$ cat src/apig_pkg.sv
// Package for the auxiliary-pointer indirect address generator.
package apig_pkg;

  // ----------------------------------------------------------------
  // Widths and constants
  // ----------------------------------------------------------------
  localparam int unsigned PTR_W          = 16;
  localparam int unsigned NUM_PTR        = 8;
  localparam int unsigned PTR_IDX_W      = 3;
  localparam int unsigned SHORT_W        = 3;
  localparam logic [2:0]  SHORT_MIN      = 3'h1;
  localparam logic [15:0] STEP_ONE       = 16'h0001;
  localparam logic [15:0] STEP_TWO       = 16'h0002;
  localparam logic [15:0] PTR_RST        = 16'h0000;
  localparam logic [2:0]  PTR_ZERO_IDX   = 3'h0;
  localparam int unsigned EXT_BYTES      = 2;

  // ----------------------------------------------------------------
  // Operand kinds
  // ----------------------------------------------------------------
  typedef enum logic [3:0] {
    APIG_OP_PLAIN     = 4'b0000,
    APIG_OP_POST_INC  = 4'b0001,
    APIG_OP_POST_DEC  = 4'b0010,
    APIG_OP_POST_ADD  = 4'b0011,
    APIG_OP_POST_SUB  = 4'b0100,
    APIG_OP_INDEXED   = 4'b0101,
    APIG_OP_LONG_IDX  = 4'b0110,
    APIG_OP_PRE_LONG  = 4'b0111,
    APIG_OP_SHORT_IDX = 4'b1000
  } apig_op_e;

  // Access spaces.
  typedef enum logic [1:0] {
    APIG_SP_DATA = 2'b00,
    APIG_SP_MMR  = 2'b01,
    APIG_SP_BIT  = 2'b10,
    APIG_SP_IO   = 2'b11
  } apig_space_e;

  // Access size.
  typedef enum logic [1:0] {
    APIG_SZ_WORD   = 2'b00,
    APIG_SZ_DWORD  = 2'b01,
    APIG_SZ_BIT    = 2'b10,
    APIG_SZ_BITPR  = 2'b11
  } apig_size_e;

  // Operand request from the decoder.
  typedef struct packed {
    apig_op_e          op;
    apig_space_e       space;
    apig_size_e        size;
    logic [2:0]        ptr_idx;
    logic [15:0]       long_offset_const;
    logic [2:0]        short_offset_const;
  } apig_req_s;

  // Generated address result.
  typedef struct packed {
    logic [15:0]  addr;
    apig_space_e  space;
    apig_size_e   size;
    logic         bit_pair;
  } apig_addr_s;

endpackage

$ cat src/apig_ptr_reg.sv
// One auxiliary pointer register with load and update ports.
`timescale 1ns/1ps

module apig_ptr_reg
  import apig_pkg::*;
(
  // Clock and reset
  input  wire logic        i_clk_sys,
  input  wire logic        i_rst,
  // Write sources
  input  wire logic        i_load,
  input  wire logic [15:0] i_load_val,
  input  wire logic        i_upd,
  input  wire logic [15:0] i_upd_val,
  // Contents
  output logic [15:0]      o_val
);

  logic [15:0] val_r;

  // Pointer update from addressing wins over a software load in the same cycle,
  // since the instruction in flight already depends on the modified value.
  always_ff @(posedge i_clk_sys)
  begin
    if (i_rst)
      val_r <= PTR_RST;
    else if (i_upd)
      val_r <= i_upd_val;
    else if (i_load)
      val_r <= i_load_val;
  end

  assign o_val = val_r;

endmodule // apig_ptr_reg

$ cat src/apig_top.sv
// Auxiliary-pointer indirect address generator, control operand set.
// Behaviour
// - Control operand set is used only while pointer_mode_select is 1.
// - Post-subtract: address from old pointer, then subtract temp or pointer zero.
// - Indexed: pointer unchanged, address is pointer plus temp or pointer zero.
// - Long indexed: pointer unchanged, address is pointer plus signed constant.
// - Pre-add long: pointer plus constant written back, address from new value.
// - Long-constant operands need two extension bytes and never run in parallel.
// - Short indexed: pointer plus unsigned 3-bit constant; only 1 to 7 valid.
// - Post-increment adds one for word or bit, two for double or pair.
// - Post-decrement subtracts one for word or single-bit access.
// - Bit access touches one register bit; bit-pair touches two adjacent bits.
`timescale 1ns/1ps

module apig_top
  import apig_pkg::*;
(
  // Clock and reset
  input  wire logic        i_clk_sys,
  input  wire logic        i_rst,
  // Status bits
  input  wire logic        i_pointer_mode_select,
  input  wire logic        i_legacy_compat_mode,
  // Temporary register
  input  wire logic [15:0] i_temp_reg_zero,
  // Pointer load port
  input  wire logic        i_ptr_load,
  input  wire logic [2:0]  i_ptr_load_idx,
  input  wire logic [15:0] i_ptr_load_val,
  // Operand request
  input  wire logic        i_req_valid,
  input  wire apig_req_s   i_req,
  input  wire logic        i_req_parallel,
  // Result
  output logic             o_addr_valid,
  output apig_addr_s       o_addr,
  output logic             o_illegal,
  output logic             o_serialize,
  output logic [1:0]       o_ext_bytes,
  output logic [127:0]     o_aux_pointer
);

  // ----------------------------------------------------------------
  // Pointer file
  // ----------------------------------------------------------------
  logic [15:0] ptr_val [NUM_PTR];
  logic [15:0] upd_val;
  logic        upd_en;

  // Pointer arithmetic wraps at 16 bits; code that relies on the wrap is unsupported.
  // An addressing update takes priority over a load inside each register.
  genvar g;
  generate
    for (g = 0; g < NUM_PTR; g++)
    begin : g_ptr
      apig_ptr_reg u_ptr (
        .i_clk_sys  (i_clk_sys),
        .i_rst      (i_rst),
        .i_load     (i_ptr_load && (i_ptr_load_idx == 3'(g))),
        .i_load_val (i_ptr_load_val),
        .i_upd      (upd_en && (i_req.ptr_idx == 3'(g))),
        .i_upd_val  (upd_val),
        .o_val      (ptr_val[g])
      );
    end
  endgenerate

  // ----------------------------------------------------------------
  // Operand decode
  // ----------------------------------------------------------------
  logic [15:0] aux_pointer;
  logic [15:0] aux_pointer_zero;
  logic [15:0] reg_offset;
  logic [15:0] addr_nxt;
  logic        long_op;
  logic        illegal_nxt;
  logic [15:0] step;

  assign aux_pointer      = ptr_val[i_req.ptr_idx];
  assign aux_pointer_zero = ptr_val[PTR_ZERO_IDX];

  // The compatibility bit picks the offset register for the indexed
  // form and for the post-add and post-subtract forms.
  assign reg_offset = i_legacy_compat_mode ? aux_pointer_zero
                                           : i_temp_reg_zero;

  assign long_op = (i_req.op == APIG_OP_LONG_IDX) || (i_req.op == APIG_OP_PRE_LONG);

  // Double words and bit pairs step by two.
  assign step = ((i_req.size == APIG_SZ_DWORD) || (i_req.size == APIG_SZ_BITPR))
                ? STEP_TWO : STEP_ONE;

  always_comb
  begin
    addr_nxt = aux_pointer;
    upd_val  = aux_pointer;
    upd_en   = 1'b0;
    case (i_req.op)
      APIG_OP_PLAIN:
      begin
        addr_nxt = aux_pointer;
      end
      APIG_OP_POST_INC:
      begin
        upd_val = aux_pointer + step;
        upd_en  = 1'b1;
      end
      APIG_OP_POST_DEC:
      begin
        upd_val = aux_pointer - STEP_ONE;
        upd_en  = 1'b1;
      end
      APIG_OP_POST_ADD:
      begin
        upd_val = aux_pointer + reg_offset;
        upd_en  = 1'b1;
      end
      APIG_OP_POST_SUB:
      begin
        upd_val = aux_pointer - reg_offset;
        upd_en  = 1'b1;
      end
      APIG_OP_INDEXED:
      begin
        addr_nxt = aux_pointer + reg_offset;
      end
      APIG_OP_LONG_IDX:
      begin
        addr_nxt = aux_pointer + i_req.long_offset_const;
      end
      APIG_OP_PRE_LONG:
      begin
        // The written-back sum is also the address, so both share one adder.
        upd_val  = aux_pointer + i_req.long_offset_const;
        addr_nxt = upd_val;
        upd_en   = 1'b1;
      end
      APIG_OP_SHORT_IDX:
      begin
        addr_nxt = aux_pointer + {13'h0000, i_req.short_offset_const};
      end
      default:
      begin
        addr_nxt = aux_pointer;
      end
    endcase
    // A refused operand leaves every pointer untouched.
    if (!i_req_valid || illegal_nxt)
      upd_en = 1'b0;
  end

  // ----------------------------------------------------------------
  // Legality checks
  // ----------------------------------------------------------------
  // Each check is kept apart so that a refused operand traces to one cause.
  logic        mode_bad;
  logic        space_bad;
  logic        form_bad;
  logic        size_bad;

  // Outside the control operand set none of these forms may be decoded.
  assign mode_bad = !i_pointer_mode_select;

  // Spaces that each operand may reach; the long forms have no I/O path.
  always_comb
  begin
    space_bad = 1'b0;
    case (i_req.op)
      APIG_OP_LONG_IDX,
      APIG_OP_PRE_LONG:
      begin
        space_bad = (i_req.space == APIG_SP_IO);
      end
      default:
      begin
        space_bad = 1'b0;
      end
    endcase
  end

  // Operand forms with their own limits on encoding or pairing.
  always_comb
  begin
    form_bad = 1'b0;
    case (i_req.op)
      APIG_OP_LONG_IDX,
      APIG_OP_PRE_LONG:
      begin
        // The extension bytes take the slot that a paired instruction would use.
        form_bad = i_req_parallel;
      end
      APIG_OP_SHORT_IDX:
      begin
        form_bad = (i_req.short_offset_const < SHORT_MIN);
      end
      APIG_OP_POST_DEC:
      begin
        // Post-decrement only defines a single step, so double and pair sizes are refused.
        form_bad = (step == STEP_TWO);
      end
      APIG_OP_PLAIN,
      APIG_OP_POST_INC,
      APIG_OP_POST_ADD,
      APIG_OP_POST_SUB,
      APIG_OP_INDEXED:
      begin
        form_bad = 1'b0;
      end
      default:
      begin
        // Codes above the last operand form are reserved.
        form_bad = 1'b1;
      end
    endcase
  end

  // The bit space needs a bit or bit-pair size, and every other space a word or double-word size.
  always_comb
  begin
    size_bad = 1'b0;
    case (i_req.size)
      APIG_SZ_BIT,
      APIG_SZ_BITPR:
      begin
        size_bad = (i_req.space != APIG_SP_BIT);
      end
      default:
      begin
        size_bad = (i_req.space == APIG_SP_BIT);
      end
    endcase
  end

  // Any single failed check refuses the whole operand.
  assign illegal_nxt = mode_bad || space_bad || form_bad || size_bad;

  // ----------------------------------------------------------------
  // Output registers
  // ----------------------------------------------------------------
  // Exactly one of the two strobes answers each taken operand.
  always_ff @(posedge i_clk_sys)
  begin
    if (i_rst)
    begin
      o_addr_valid <= 1'b0;
      o_illegal    <= 1'b0;
    end
    else
    begin
      o_addr_valid <= i_req_valid && !illegal_nxt;
      o_illegal    <= i_req_valid && illegal_nxt;
    end
  end

  always_ff @(posedge i_clk_sys)
  begin
    if (i_rst)
    begin
      o_addr <= '0;
    end
    else if (i_req_valid)
    begin
      o_addr.addr     <= addr_nxt;
      o_addr.space    <= i_req.space;
      o_addr.size     <= i_req.size;
      o_addr.bit_pair <= (i_req.size == APIG_SZ_BITPR);
    end
  end

  // Extension length is reported for a refused long operand as well, so the
  // decoder can still step over its two extension bytes.
  always_ff @(posedge i_clk_sys)
  begin
    if (i_rst)
    begin
      o_serialize <= 1'b0;
      o_ext_bytes <= 2'b00;
    end
    else if (i_req_valid)
    begin
      o_serialize <= long_op;
      o_ext_bytes <= long_op ? 2'(EXT_BYTES) : 2'b00;
    end
  end

  // Pointer snapshot, registered so it reflects the file after the update.
  // It trails the file by one cycle; a reader of a value just written waits an edge.
  always_ff @(posedge i_clk_sys)
  begin
    if (i_rst)
      o_aux_pointer <= '0;
    else
    begin
      for (int i = 0; i < NUM_PTR; i++)
      begin
        o_aux_pointer[i*16 +: 16] <= ptr_val[i];
      end
    end
  end

endmodule // apig_top

$ cat config.mk
export PLATFORM = sky130hd
export DESIGN_NAME = apig_top
export DESIGN_NICKNAME = d
export VERILOG_FILES = /design/src/apig_pkg.sv /design/src/apig_ptr_reg.sv /design/src/apig_top.sv
export SDC_FILE = /design/constraint.sdc
export NUM_CORES = 1
export LEC_CHECK = 0
export BUFFER_PORTS_ARGS = -buffer_cell sky130_fd_sc_hd__buf_4
export CORE_ASPECT_RATIO = 1.5
export CORE_MARGIN = 3
export CORE_UTILIZATION = 50
export DETAILED_ROUTE_END_ITERATION = 10
export GPL_TIMING_DRIVEN = 0
export PLACE_DENSITY = 0.72
export REMOVE_ABC_BUFFERS = 1
export SLEW_MARGIN = 40
export SYNTH_ARGS = -nofsm -noshare
export SYNTH_HDL_FRONTEND = slang
export SYNTH_SLANG_ARGS = --single-unit
$ cat constraint.sdc
create_clock -name i_clk_sys -period 8.2 [get_ports i_clk_sys]
set_input_delay 1.64 -clock i_clk_sys [delete_from_list [all_inputs] [get_ports i_clk_sys]]
set_output_delay 1.64 -clock i_clk_sys [all_outputs]
set_load 0.01 [all_outputs]
**Word level (Yosys, flattened, before mapping)**

Cells that the tools add are included.
Widths: inputs -> output; s select.

- Bits in registers: 282
- Bits of input ports: 72

- Add/sub/neg operators: 6
- Order comparisons: 2
- Equal/unequal tests: 29
- Mux-type cells: 29
- Bitwise operators: 1
- Reductions and logical operators: 42

Operator list:

| kind | count |
|---|---|
| $mux 16 | 19 |
| $pmux 16 s5 | 1 |
| $bmux 16 s3 | 1 |
| $pmux 16 s3 | 1 |
| $add 16x16->16 | 2 |
| $eq 3x3->1 const B | 8 |
| $logic_and 1x1->1 | 18 |
| $add 16x2->16 | 1 |
| $add 16x3->16 | 1 |
| $eq 4x3->1 const B | 4 |
| $reduce_bool 2->1 | 8 |
| $sub 16x1->16 const B | 1 |
| $sub 16x16->16 | 1 |
| $eq 3x2->1 const B | 4 |
| $eq 2x2->1 const B | 5 |
| $reduce_or 5->1 | 2 |
| $eq 4x2->1 const B | 2 |
| $eq 3x1->1 const B | 2 |
| $logic_not 3->1 | 2 |
| $logic_or 1x1->1 | 6 |
| $eq 4x1->1 const B | 1 |
| $eq 4x4->1 const B | 1 |
| $ge 4x4->1 const B | 1 |
| $logic_not 4->1 | 1 |
| 9 further kinds | 16 |

**Depth between registers and ports, before layout**

Gate-level depths: netlist (run 1).

- Word-level depth: 11
- Gate-level depth with buffers: 18
- Depth with buffers taken out: 14

**Cells and area by module**

From an unflattened synthesis (run 1), not the netlist that was laid out.

- Cells, all modules: 1549
- Area total of the unflattened synthesis: 15456.1 sq um

By module, submodules not included:

| module | instances | cells an instance | area an instance (sq um) | sequential area each (sq um) |
|---|---|---|---|---|
| apig_top | 1 | 981 | 9009.9 | 3042.9 |
| apig_ptr_reg | 8 | 71 | 805.8 | 320.3 |

**Least setup slack after synthesis (run 1)**

No wires, ideal clock.

- Kind: input -> register
- Start: input i_req[20] (netlist name)
- End: register g_ptr[0].u_ptr.val_r[15]
- Arrival: 5.542 ns
- Setup slack: 2.518 ns
- Stages on the path: 16
- Cell sequence: buf_4 > buf_4 > buf_2 > buf_4 > mux4_2 > mux2i_1 > inv_1 > ha_1 > a211oi_1 > o31ai_1 > o2111a_1 > or3_1 > a221o_1 > xnor2_1 > a221oi_2 > a211oi_1

- Word-level cells in the longest chain between the ends: 7
- Elaborated cells between the ends (all ways): 14

Ends and longest elaborated chain:

| item | line | text |
|---|---|---|
| from (decl) | apig_top.sv:32 | `input wire apig_req_s i_req,` |
| $not 3->4 (implied by the code) | apig_top.sv:79 | `assign aux_pointer = ptr_val[i_req.ptr_idx];` |
| $bmux 16 s3 | apig_top.sv:79 |  |
| $mux 16 (implied by the code) (2 in a row) | apig_top.sv:79 |  |
| $add 16x16->16 (tied with other cells) | apig_top.sv:134 | `upd_val = aux_pointer + i_req.long_offset_const;` |
| $pmux 16 s5 | apig_top.sv:98 | `case (i_req.op)` |
| $mux 16 | apig_ptr_reg.sv:27 | `else if (i_upd)` |
| to (signal assigned) | apig_ptr_reg.sv:28 | `val_r <= i_upd_val;` |
| to (signal assigned) | apig_ptr_reg.sv:30 | `val_r <= i_load_val;` |
| to (decl) | apig_ptr_reg.sv:19 | `logic [15:0] val_r;` |

Parallel ways exist; a longest one is shown, timed or not. The select of a mux whose other input is x is not followed.
A chain may end at the register's enable or synchronous reset.

**Worst setup path after layout (run 1)**

- Start: input i_req[19] (netlist name)
- End: register g_ptr[6].u_ptr.val_r[15]

- Word-level cells in the longest chain between the ends: 7
- Elaborated cells between the ends (all ways): 14

Ends and longest elaborated chain:

| item | line |
|---|---|
| $not 3->4 (implied by the code) | apig_top.sv:79 |
| $bmux 16 s3 | apig_top.sv:79 |
| $mux 16 (implied by the code) (2 in a row) | apig_top.sv:79 |
| $add 16x16->16 (tied with other cells) | apig_top.sv:134 |
| $pmux 16 s5 | apig_top.sv:98 |
| $mux 16 | apig_ptr_reg.sv:27 |
| to (signal assigned) | apig_ptr_reg.sv:28 |
| to (signal assigned) | apig_ptr_reg.sv:30 |
| to (decl) | apig_ptr_reg.sv:19 |

Parallel ways exist; a longest one is shown, timed or not. The select of a mux whose other input is x is not followed.

==> impl_results.rst, run 1 <==
.. list-table::
   :header-rows: 1

   * - Metric
     - Value
   * - Violation count after the first detailed-route iteration
     - between 800 and 900
   * - Antenna violation net count after detailed routing
     - 0
   * - Final setup violation count
     - 0
   * - Most frequently used flop master after synthesis
     - dfxtp_1
   * - Power per Cell Area
     - ~180 mW/mm²
   * - Final WS setup
     - ~1600 ps
   * - Type of origin of the critical path
     - primary input
   * - Initial antenna violation count
     - 0
   * - Via count of the first global-routing pass
     - around 13000
   * - Share of the cycle needed by the critical path after routing
     - a little over 80%
   * - Share of final-layout standard cells stronger than drive strength 1
     - between 20% and 30%
   * - Max-slew violation count
     - 0
   * - Mean instance size in the synthesized netlist
     - just over 9 µm²
   * - Number of clock sinks
     - 280
   * - Detailed Place HPWL
     - about 37 mm
   * - Launch instance of the worst min-delay path
     - g_ptr[4].u_ptr.o_val[11]$_SDFFE_PP0P_
   * - Post-route DRC
     - 0
   * - Internal power
     - about 2.3 mW
   * - Total routed wirelength
     - approximately 50 mm
   * - TritonCTS clock tree
     - done
   * - Die span in x
     - 146 µm
   * - Via-per-instance ratio
     - roughly 6.1
   * - Die outline height
     - about 220 µm
   * - Number of inserted diodes
     - 0
   * - Rows
     - 76
   * - Max incr delay on CP
     - roughly 700 ps
   * - Clock Skews
     - approximately 14 ps
   * - Max-cap violations
     - 0
   * - Count of state elements after synthesis
     - between 200 and 300
   * - Sequential Power Share
     - approximately 43%
   * - Setup Crit Path Kind
     - in -> reg
   * - Wire length of the first global-routing pass
     - ~77 mm
   * - Synth top cells by count
     - 280 x dfxtp_1, 172 x nor2b_1, 145 x nor2_1
   * - Setup total negative slack
     - 0 ps
   * - Endpoint class of the critical path
     - register
   * - Slew at the pin closest to its max-slew limit
     - 898 ps
   * - Worst EP required
     - approximately 8600 ps
   * - Number of fill cells
     - ~2600
   * - Clk Tree Root Cell
     - clkbuf_16
   * - Final-stage net count
     - 1903
   * - Clock insertion delay at the later pin of the skew report
     - 560 ps
   * - Buffer levels on the longest clock path
     - 3
   * - DIE AREA
     - about 0.032 mm²
   * - Routability congestion estimate from global placement
     - 0.986
   * - Proportion of synthesized flip-flops having asynchronous set or reset
     - 0%
   * - Area Growth Syn to Fin
     - 20.2%
   * - Netlist cell types
     - 86
   * - Post-CTS setup buffer count
     - 0
   * - Switching share of power
     - between 20% and 30%
   * - Setup repair after global routing missed its margin
     - false
   * - Worst ir drop on vdd
     - between 150 and 200 µV
   * - Headroom to the max-slew limit
     - about two fifths
   * - Fraction of post-synthesis cell area in the top cell type by area
     - 37.9%
   * - WP data arrival
     - 7040 ps
   * - Part of the power in the clock network
     - roughly 40%
   * - Class of the worst hold path
     - reg -> reg
   * - Number of standard cells after synthesis
     - around 1600
   * - Initial core utilization
     - roughly half
   * - Resized cells post-CTS
     - 0
   * - Source of the critical timing path
     - i_req[19]
   * - Final global-route overflow total
     - 0
   * - Via count
     - 13400
   * - Largest fanout on the critical path
     - 38
   * - Hold buffer count at CTS
     - 0
   * - Minimum setup slack after placement
     - about 900 ps
   * - Number of buffers created by CTS
     - 27
   * - Pin count of the biggest net entering global routing
     - 85
   * - Fmax
     - roughly 0.15 GHz
   * - Post-Synthesis Cell Area
     - 0.0148 mm²
   * - Pre-antenna DRT Iters
     - 5
   * - Post-route minimum period
     - around 6600 ps
   * - Top-level port count
     - ~230
   * - Min Hold Slack
     - about 470 ps
   * - Most common cell in the netlist
     - dfxtp_1
   * - Clock-pin slew reported for the worst setup and hold paths after clock tree synthesis
     - approximately 60 ps
   * - Count of buffers from port buffering
     - 224
   * - Switching Power
     - 0.914 mW
   * - Launch instance of the worst register-to-register path
     - g_ptr[0].u_ptr.o_val[1]$_SDFFE_PP0P_
   * - Core area
     - slightly below 0.03 mm²
   * - Final hold violations
     - 0
   * - Critical-path top delay cell
     - a221oi_2
   * - Power share of the combinational group
     - 17.0%
   * - Leak Pwr
     - roughly 7.6 nW
   * - Total Routing Usage GR
     - 30.6%
   * - Cell-by-cell trace of the critical path
     - buf_4 -> mux4_2 -> mux2i_1 -> inv_1 -> ha_1 -> a211oi_1 -> nor2_1 -> a311oi_1 -> nor2_1 -> a221oi_1 -> xnor2_1 -> a221oi_2 -> a211oi_1
   * - Number of levels in the clock H-tree
     - 1
   * - Wire length per cell
     - about 23 µm
   * - Number of enable-type register cells in the synthesized netlist
     - 0
   * - Outcome
     - finished, final reports clean
   * - Cell types with the largest area share after synthesis
     - dfxtp_1 38%, nor2b_1 7.3%, a211oi_1 6.2%
   * - Fraction of the yosys area taken by sequential cells
     - between 30% and 40%
   * - Count of yosys warnings during synthesis
     - 0
   * - Post-route total power
     - 3.25 mW
   * - Cell accounting for the most synthesized area
     - dfxtp_1
==> stage by stage <==
| step | util [%] | cell area [µm²] | cells |
|---|---|---|---|
| floorplan | - | 14300 | 1493 |
| global placement | 56.8 | 16400 | 2107 |
| detailed placement | 58.3 | 16900 | 2139 |
| CTS | 61.4 | 17800 | 2187 |
| global route | 61.5 | 17800 | 2187 |
| finish | 61.5 | 17800 | 2187 |
==> registers in the layout, indices dropped and copies added (netlist names) <==
register and count:
g_ptr.u_ptr.o_val 128, o_illegal 1, o_addr 21, o_addr_valid 1, o_aux_pointer 128, o_ext_bytes 1
==> final cells by class <==
cell class | instances | area, µm² | area share, %
flip-flops and latches | 280 | 5610 | 31.5
clock inverters | 14 | 165 | 0.929
clock buffers | 34 | 742 | 4.17
inverters | 30 | 113 | 0.634
well taps | 390 | 488 | 2.75
multi-input cells | 1183 | 8650 | 48.7
repair buffers | 256 | 2010 | 11.3
==> power groups by stage <==
stage	Clock, mW	Combinational [mW]	Sequential [mW]
after floorplan	0	0.293	1.44
after global placement	0	0.519	1.44
after detailed placement	0	0.536	1.44
after CTS	1.30	0.540	1.41
after global routing	1.36	0.588	1.41
final	1.29	0.551	1.41
==> final timing paths <==
kind	slack, ps	cells past startpoint	end
setup / recovery	1570	13	g_ptr[6].u_ptr.o_val[15]$_SDFFE_PP0P_
hold / removal	470	1	o_aux_pointer[75]$_SDFF_PP0_
setup reg to reg	2890	12	g_ptr[6].u_ptr.o_val[15]$_SDFFE_PP0P_
hold reg to reg	470	1	o_aux_pointer[75]$_SDFF_PP0_
==> routing by layer <==
metal  share of wire (%)  track usage [%]  vias up  wire, µm
li1                    -                -     6181         -
met1                  39             37.8     6424     19700
met2                  49             52.7      654     24500
met3                 6.9             3.83      138      3460
met4                 5.1             15.1        0      2580
met5                   0                0        -         0
==> logic make-up (layout without fill, tap and decap cells) <==
family / after synthesis / in the layout / share of synthesized area (%)
AND/OR/NAND/NOR: 512 / 512 / 18.3
AO/OA/AOI/OAI: 429 / 429 / 20.7
flip-flops: 280 / 280 / 37.9
multiplexers: 149 / 149 / 11.7
buffers and inverters: 143 / 334 / 4.33
adder cells (fa/ha/maj): 53 / 53 / 4.69
XOR/XNOR: 39 / 39 / 2.31
other: 1 / 1 / 0.0254
==> critical path, delay by kind of cell <==
kind            cells  cell delay (ps)
compound gates      5             2390
xor+xnor            1              260
fa+ha+maj           1              370
buf+inv             2              830
mux                 2             1140
simple gates        2              380
==> cell usage in the layout, fill, tap and decap left out, types with 13 or more instances in the layout <==
cell	count
xor2_1	15
xnor2_1	24
dfxtp_1	280
inv_1	29
buf_4	235
nand3_1	17
o21ai_0	36
mux2i_1	74
nor2_1	142
clkbuf_16	27
ha_1	49
nand2_1	73
a21oi_1	88
mux2_2	62
mux4_2	13
nor3_1	18
a311oi_1	13
nor2b_1	172
a21o_1	28
nand2b_1	17
a211oi_1	118
No activity file was read; power rests on OpenSTA's default activity.
==> inputs of run 2 (changes only) <==
Clock period 8.2 ns to 6.5 ns, I/O delays scaled along.
==> run 2 against run 1 <==
Net effect: routed wire length fell by 0.21%; via count fell by 0.47%; global-route usage did not move; register-to-register slack got worse by 1500 ps; first-iteration DRC count rose by 5.0%; critical path type unchanged; largest cell class unchanged; largest power group unchanged; highest routed layer unchanged.
==> impl_results.rst, run 2 (synthesis results as in run 1) <==
.. list-table::
   :header-rows: 1

   * - Metric
     - Value
   * - Number of inserted diodes
     - 0
   * - DIE AREA
     - approximately 0.032 mm²
   * - Post-route total power
     - around 4.1 mW
   * - Wire length per cell
     - 22.9 µm
   * - Die span in x
     - around 150 µm
   * - Initial core utilization
     - roughly half
   * - Die outline height
     - 217 µm
   * - Post-route DRC
     - 0
   * - Pre-antenna DRT Iters
     - 7
   * - Clock Skews
     - 12.5 ps
   * - Critical-path top delay cell
     - a221oi_2
   * - Total routed wirelength
     - 50.2 mm
   * - Placed instance count
     - 2139
   * - Wire length of the first global-routing pass
     - 77.0 mm
   * - Cell-by-cell trace of the critical path
     - buf_4 -> mux4_2 -> mux2i_1 -> inv_1 -> ha_1 -> a211oi_1 -> nor2_1 -> a311oi_2 -> nor2_1 -> a221oi_1 -> xnor2_1 -> a221oi_2 -> a211oi_1
   * - Number of levels in the clock H-tree
     - 1
   * - Share of the cycle needed by the critical path after routing
     - 94.3%
   * - Switching share of power
     - 28.1%
   * - Class of the worst hold path
     - reg -> reg
   * - Post-route minimum period
     - ~6100 ps
   * - Max-slew violation count
     - 0
   * - Final WS setup
     - 368 ps
   * - Rows
     - 76
   * - Headroom to the max-slew limit
     - between 30% and 40%
   * - Post-Layout Inst Area
     - roughly 0.018 mm²
   * - Internal power
     - 2.94 mW
   * - Hold buffer count at CTS
     - 0
   * - Share of final-layout standard cells stronger than drive strength 1
     - 23.7%
   * - Clk Tree Root Cell
     - clkbuf_16
   * - Type of origin of the critical path
     - primary input
   * - Violation count after the first detailed-route iteration
     - 937
   * - Final global-route overflow total
     - 0
   * - Via count of the first global-routing pass
     - 13100
   * - Minimum setup slack after placement
     - -461 ps
   * - Min Hold Slack
     - between 400 and 500 ps
   * - Part of the power in the clock network
     - between 30 and 40%
   * - Clock-pin slew reported for the worst setup and hold paths after clock tree synthesis
     - about 60 ps
   * - Worst ir drop on vdd
     - 198 µV
   * - Leak Pwr
     - 7.61 nW
   * - Final setup violation count
     - 0
   * - Detailed Place HPWL
     - about 37 mm
   * - Count of buffers from port buffering
     - roughly 220
   * - Commonest non-fill, non-tap cells in the layout
     - 280 x dfxtp_1, 235 x buf_4, 172 x nor2b_1
   * - Setup Crit Path Kind
     - in -> reg
   * - Pin count of the biggest net entering global routing
     - 85
   * - Fmax
     - ~0.16 GHz
   * - TritonCTS clock tree
     - done
   * - Endpoint class of the critical path
     - register
   * - Outcome
     - finished, final reports clean
   * - Initial antenna violation count
     - 0
   * - Commonest non-fill, non-tap cell in the layout
     - dfxtp_1
   * - Area Growth Syn to Fin
     - 20.3%
   * - Top-level port count
     - ~230
   * - Core area
     - between 0.02 and 0.03 mm²
   * - Core utilization of the finished layout
     - around three fifths
   * - Max incr delay on CP
     - approximately 700 ps
   * - WP data arrival
     - about 6500 ps
   * - Via-per-instance ratio
     - 6.10
   * - Buffer levels on the longest clock path
     - 3
   * - Worst EP required
     - slightly below 7000 ps
   * - Number of clock sinks
     - between 200 and 300
   * - Largest fanout on the critical path
     - 38
   * - Power per Cell Area
     - approximately 230 mW/mm²
   * - Setup repair after global routing missed its margin
     - false
   * - Final hold violations
     - 0
   * - Clock insertion delay at the later pin of the skew report
     - roughly 560 ps
   * - Power share of the combinational group
     - approximately 17%
   * - Number of fill cells
     - 2579
   * - Slew at the pin closest to its max-slew limit
     - a little over 900 ps
   * - Sequential Power Share
     - approximately 43%
   * - Total Routing Usage GR
     - 30.6%
   * - Top cell family by delay on the critical path
     - compound AO/OA/AOI/OAI gates
   * - Routability congestion estimate from global placement
     - between 0.9 and 1
   * - Final-stage net count
     - about 1900
   * - Switching Power
     - ~1.2 mW
   * - Via count
     - around 13000
   * - Number of buffers created by CTS
     - 27
   * - Instance area after placement
     - between 0.015 and 0.02 mm²
   * - Max-cap violations
     - 0
   * - Antenna violation net count after detailed routing
     - 0
   * - WP buf/inv
     - 2
   * - Non-filler cells, final
     - between 2000 and 2500
   * - Setup total negative slack
     - 0 ps
[run 2: worst paths after layout]
check | start | end | slack (ps) | cells past startpoint
setup / recovery | i_req[19] | g_ptr[6].u_ptr.o_val[15]$_SDFFE_PP0P_ | 370 | 13
hold / removal | g_ptr[4].u_ptr.o_val[11]$_SDFFE_PP0P_ | o_aux_pointer[75]$_SDFF_PP0_ | 470 | 1
setup reg to reg | g_ptr[0].u_ptr.o_val[1]$_SDFFE_PP0P_ | g_ptr[6].u_ptr.o_val[15]$_SDFFE_PP0P_ | 1350 | 12
hold reg to reg | g_ptr[4].u_ptr.o_val[11]$_SDFFE_PP0P_ | o_aux_pointer[75]$_SDFF_PP0_ | 470 | 1
[run 2: cell type report]
class / count / area, µm² / share of cell area, %
multi-input cells: 1183 / 8660 / 48.7
flip-flops and latches: 280 / 5610 / 31.5
repair buffers: 256 / 2010 / 11.3
clock buffers: 34 / 742 / 4.17
well taps: 390 / 488 / 2.74
clock inverters: 14 / 165 / 0.929
inverters: 30 / 113 / 0.633
[run 2: layer usage]
| layer | vias up | share of wire (%) | global-route usage, % |
|---|---|---|---|
| li1 | 6179 | - | - |
| met1 | 6411 | 39 | 37.8 |
| met2 | 608 | 49 | 52.7 |
| met3 | 136 | 6.8 | 3.83 |
| met4 | 0 | 5.3 | 15.1 |
| met5 | - | 0 | 0 |
[run 2: power groups by stage]
stage                     combinational, mW  sequential, mW  clock, mW
after floorplan                       0.370            1.82          0
after global placement                0.654            1.82          0
after detailed placement              0.677            1.82          0
after CTS                             0.681            1.78       1.64
after global routing                  0.743            1.78       1.71
final                                 0.695            1.78       1.62
[run 2: repair_timing]
item / 4_1_cts / 5_1_grt
buffers inserted: 0 / 0
gates resized for setup: 0 / 1
endpoints found under the setup margin: 0 / 1
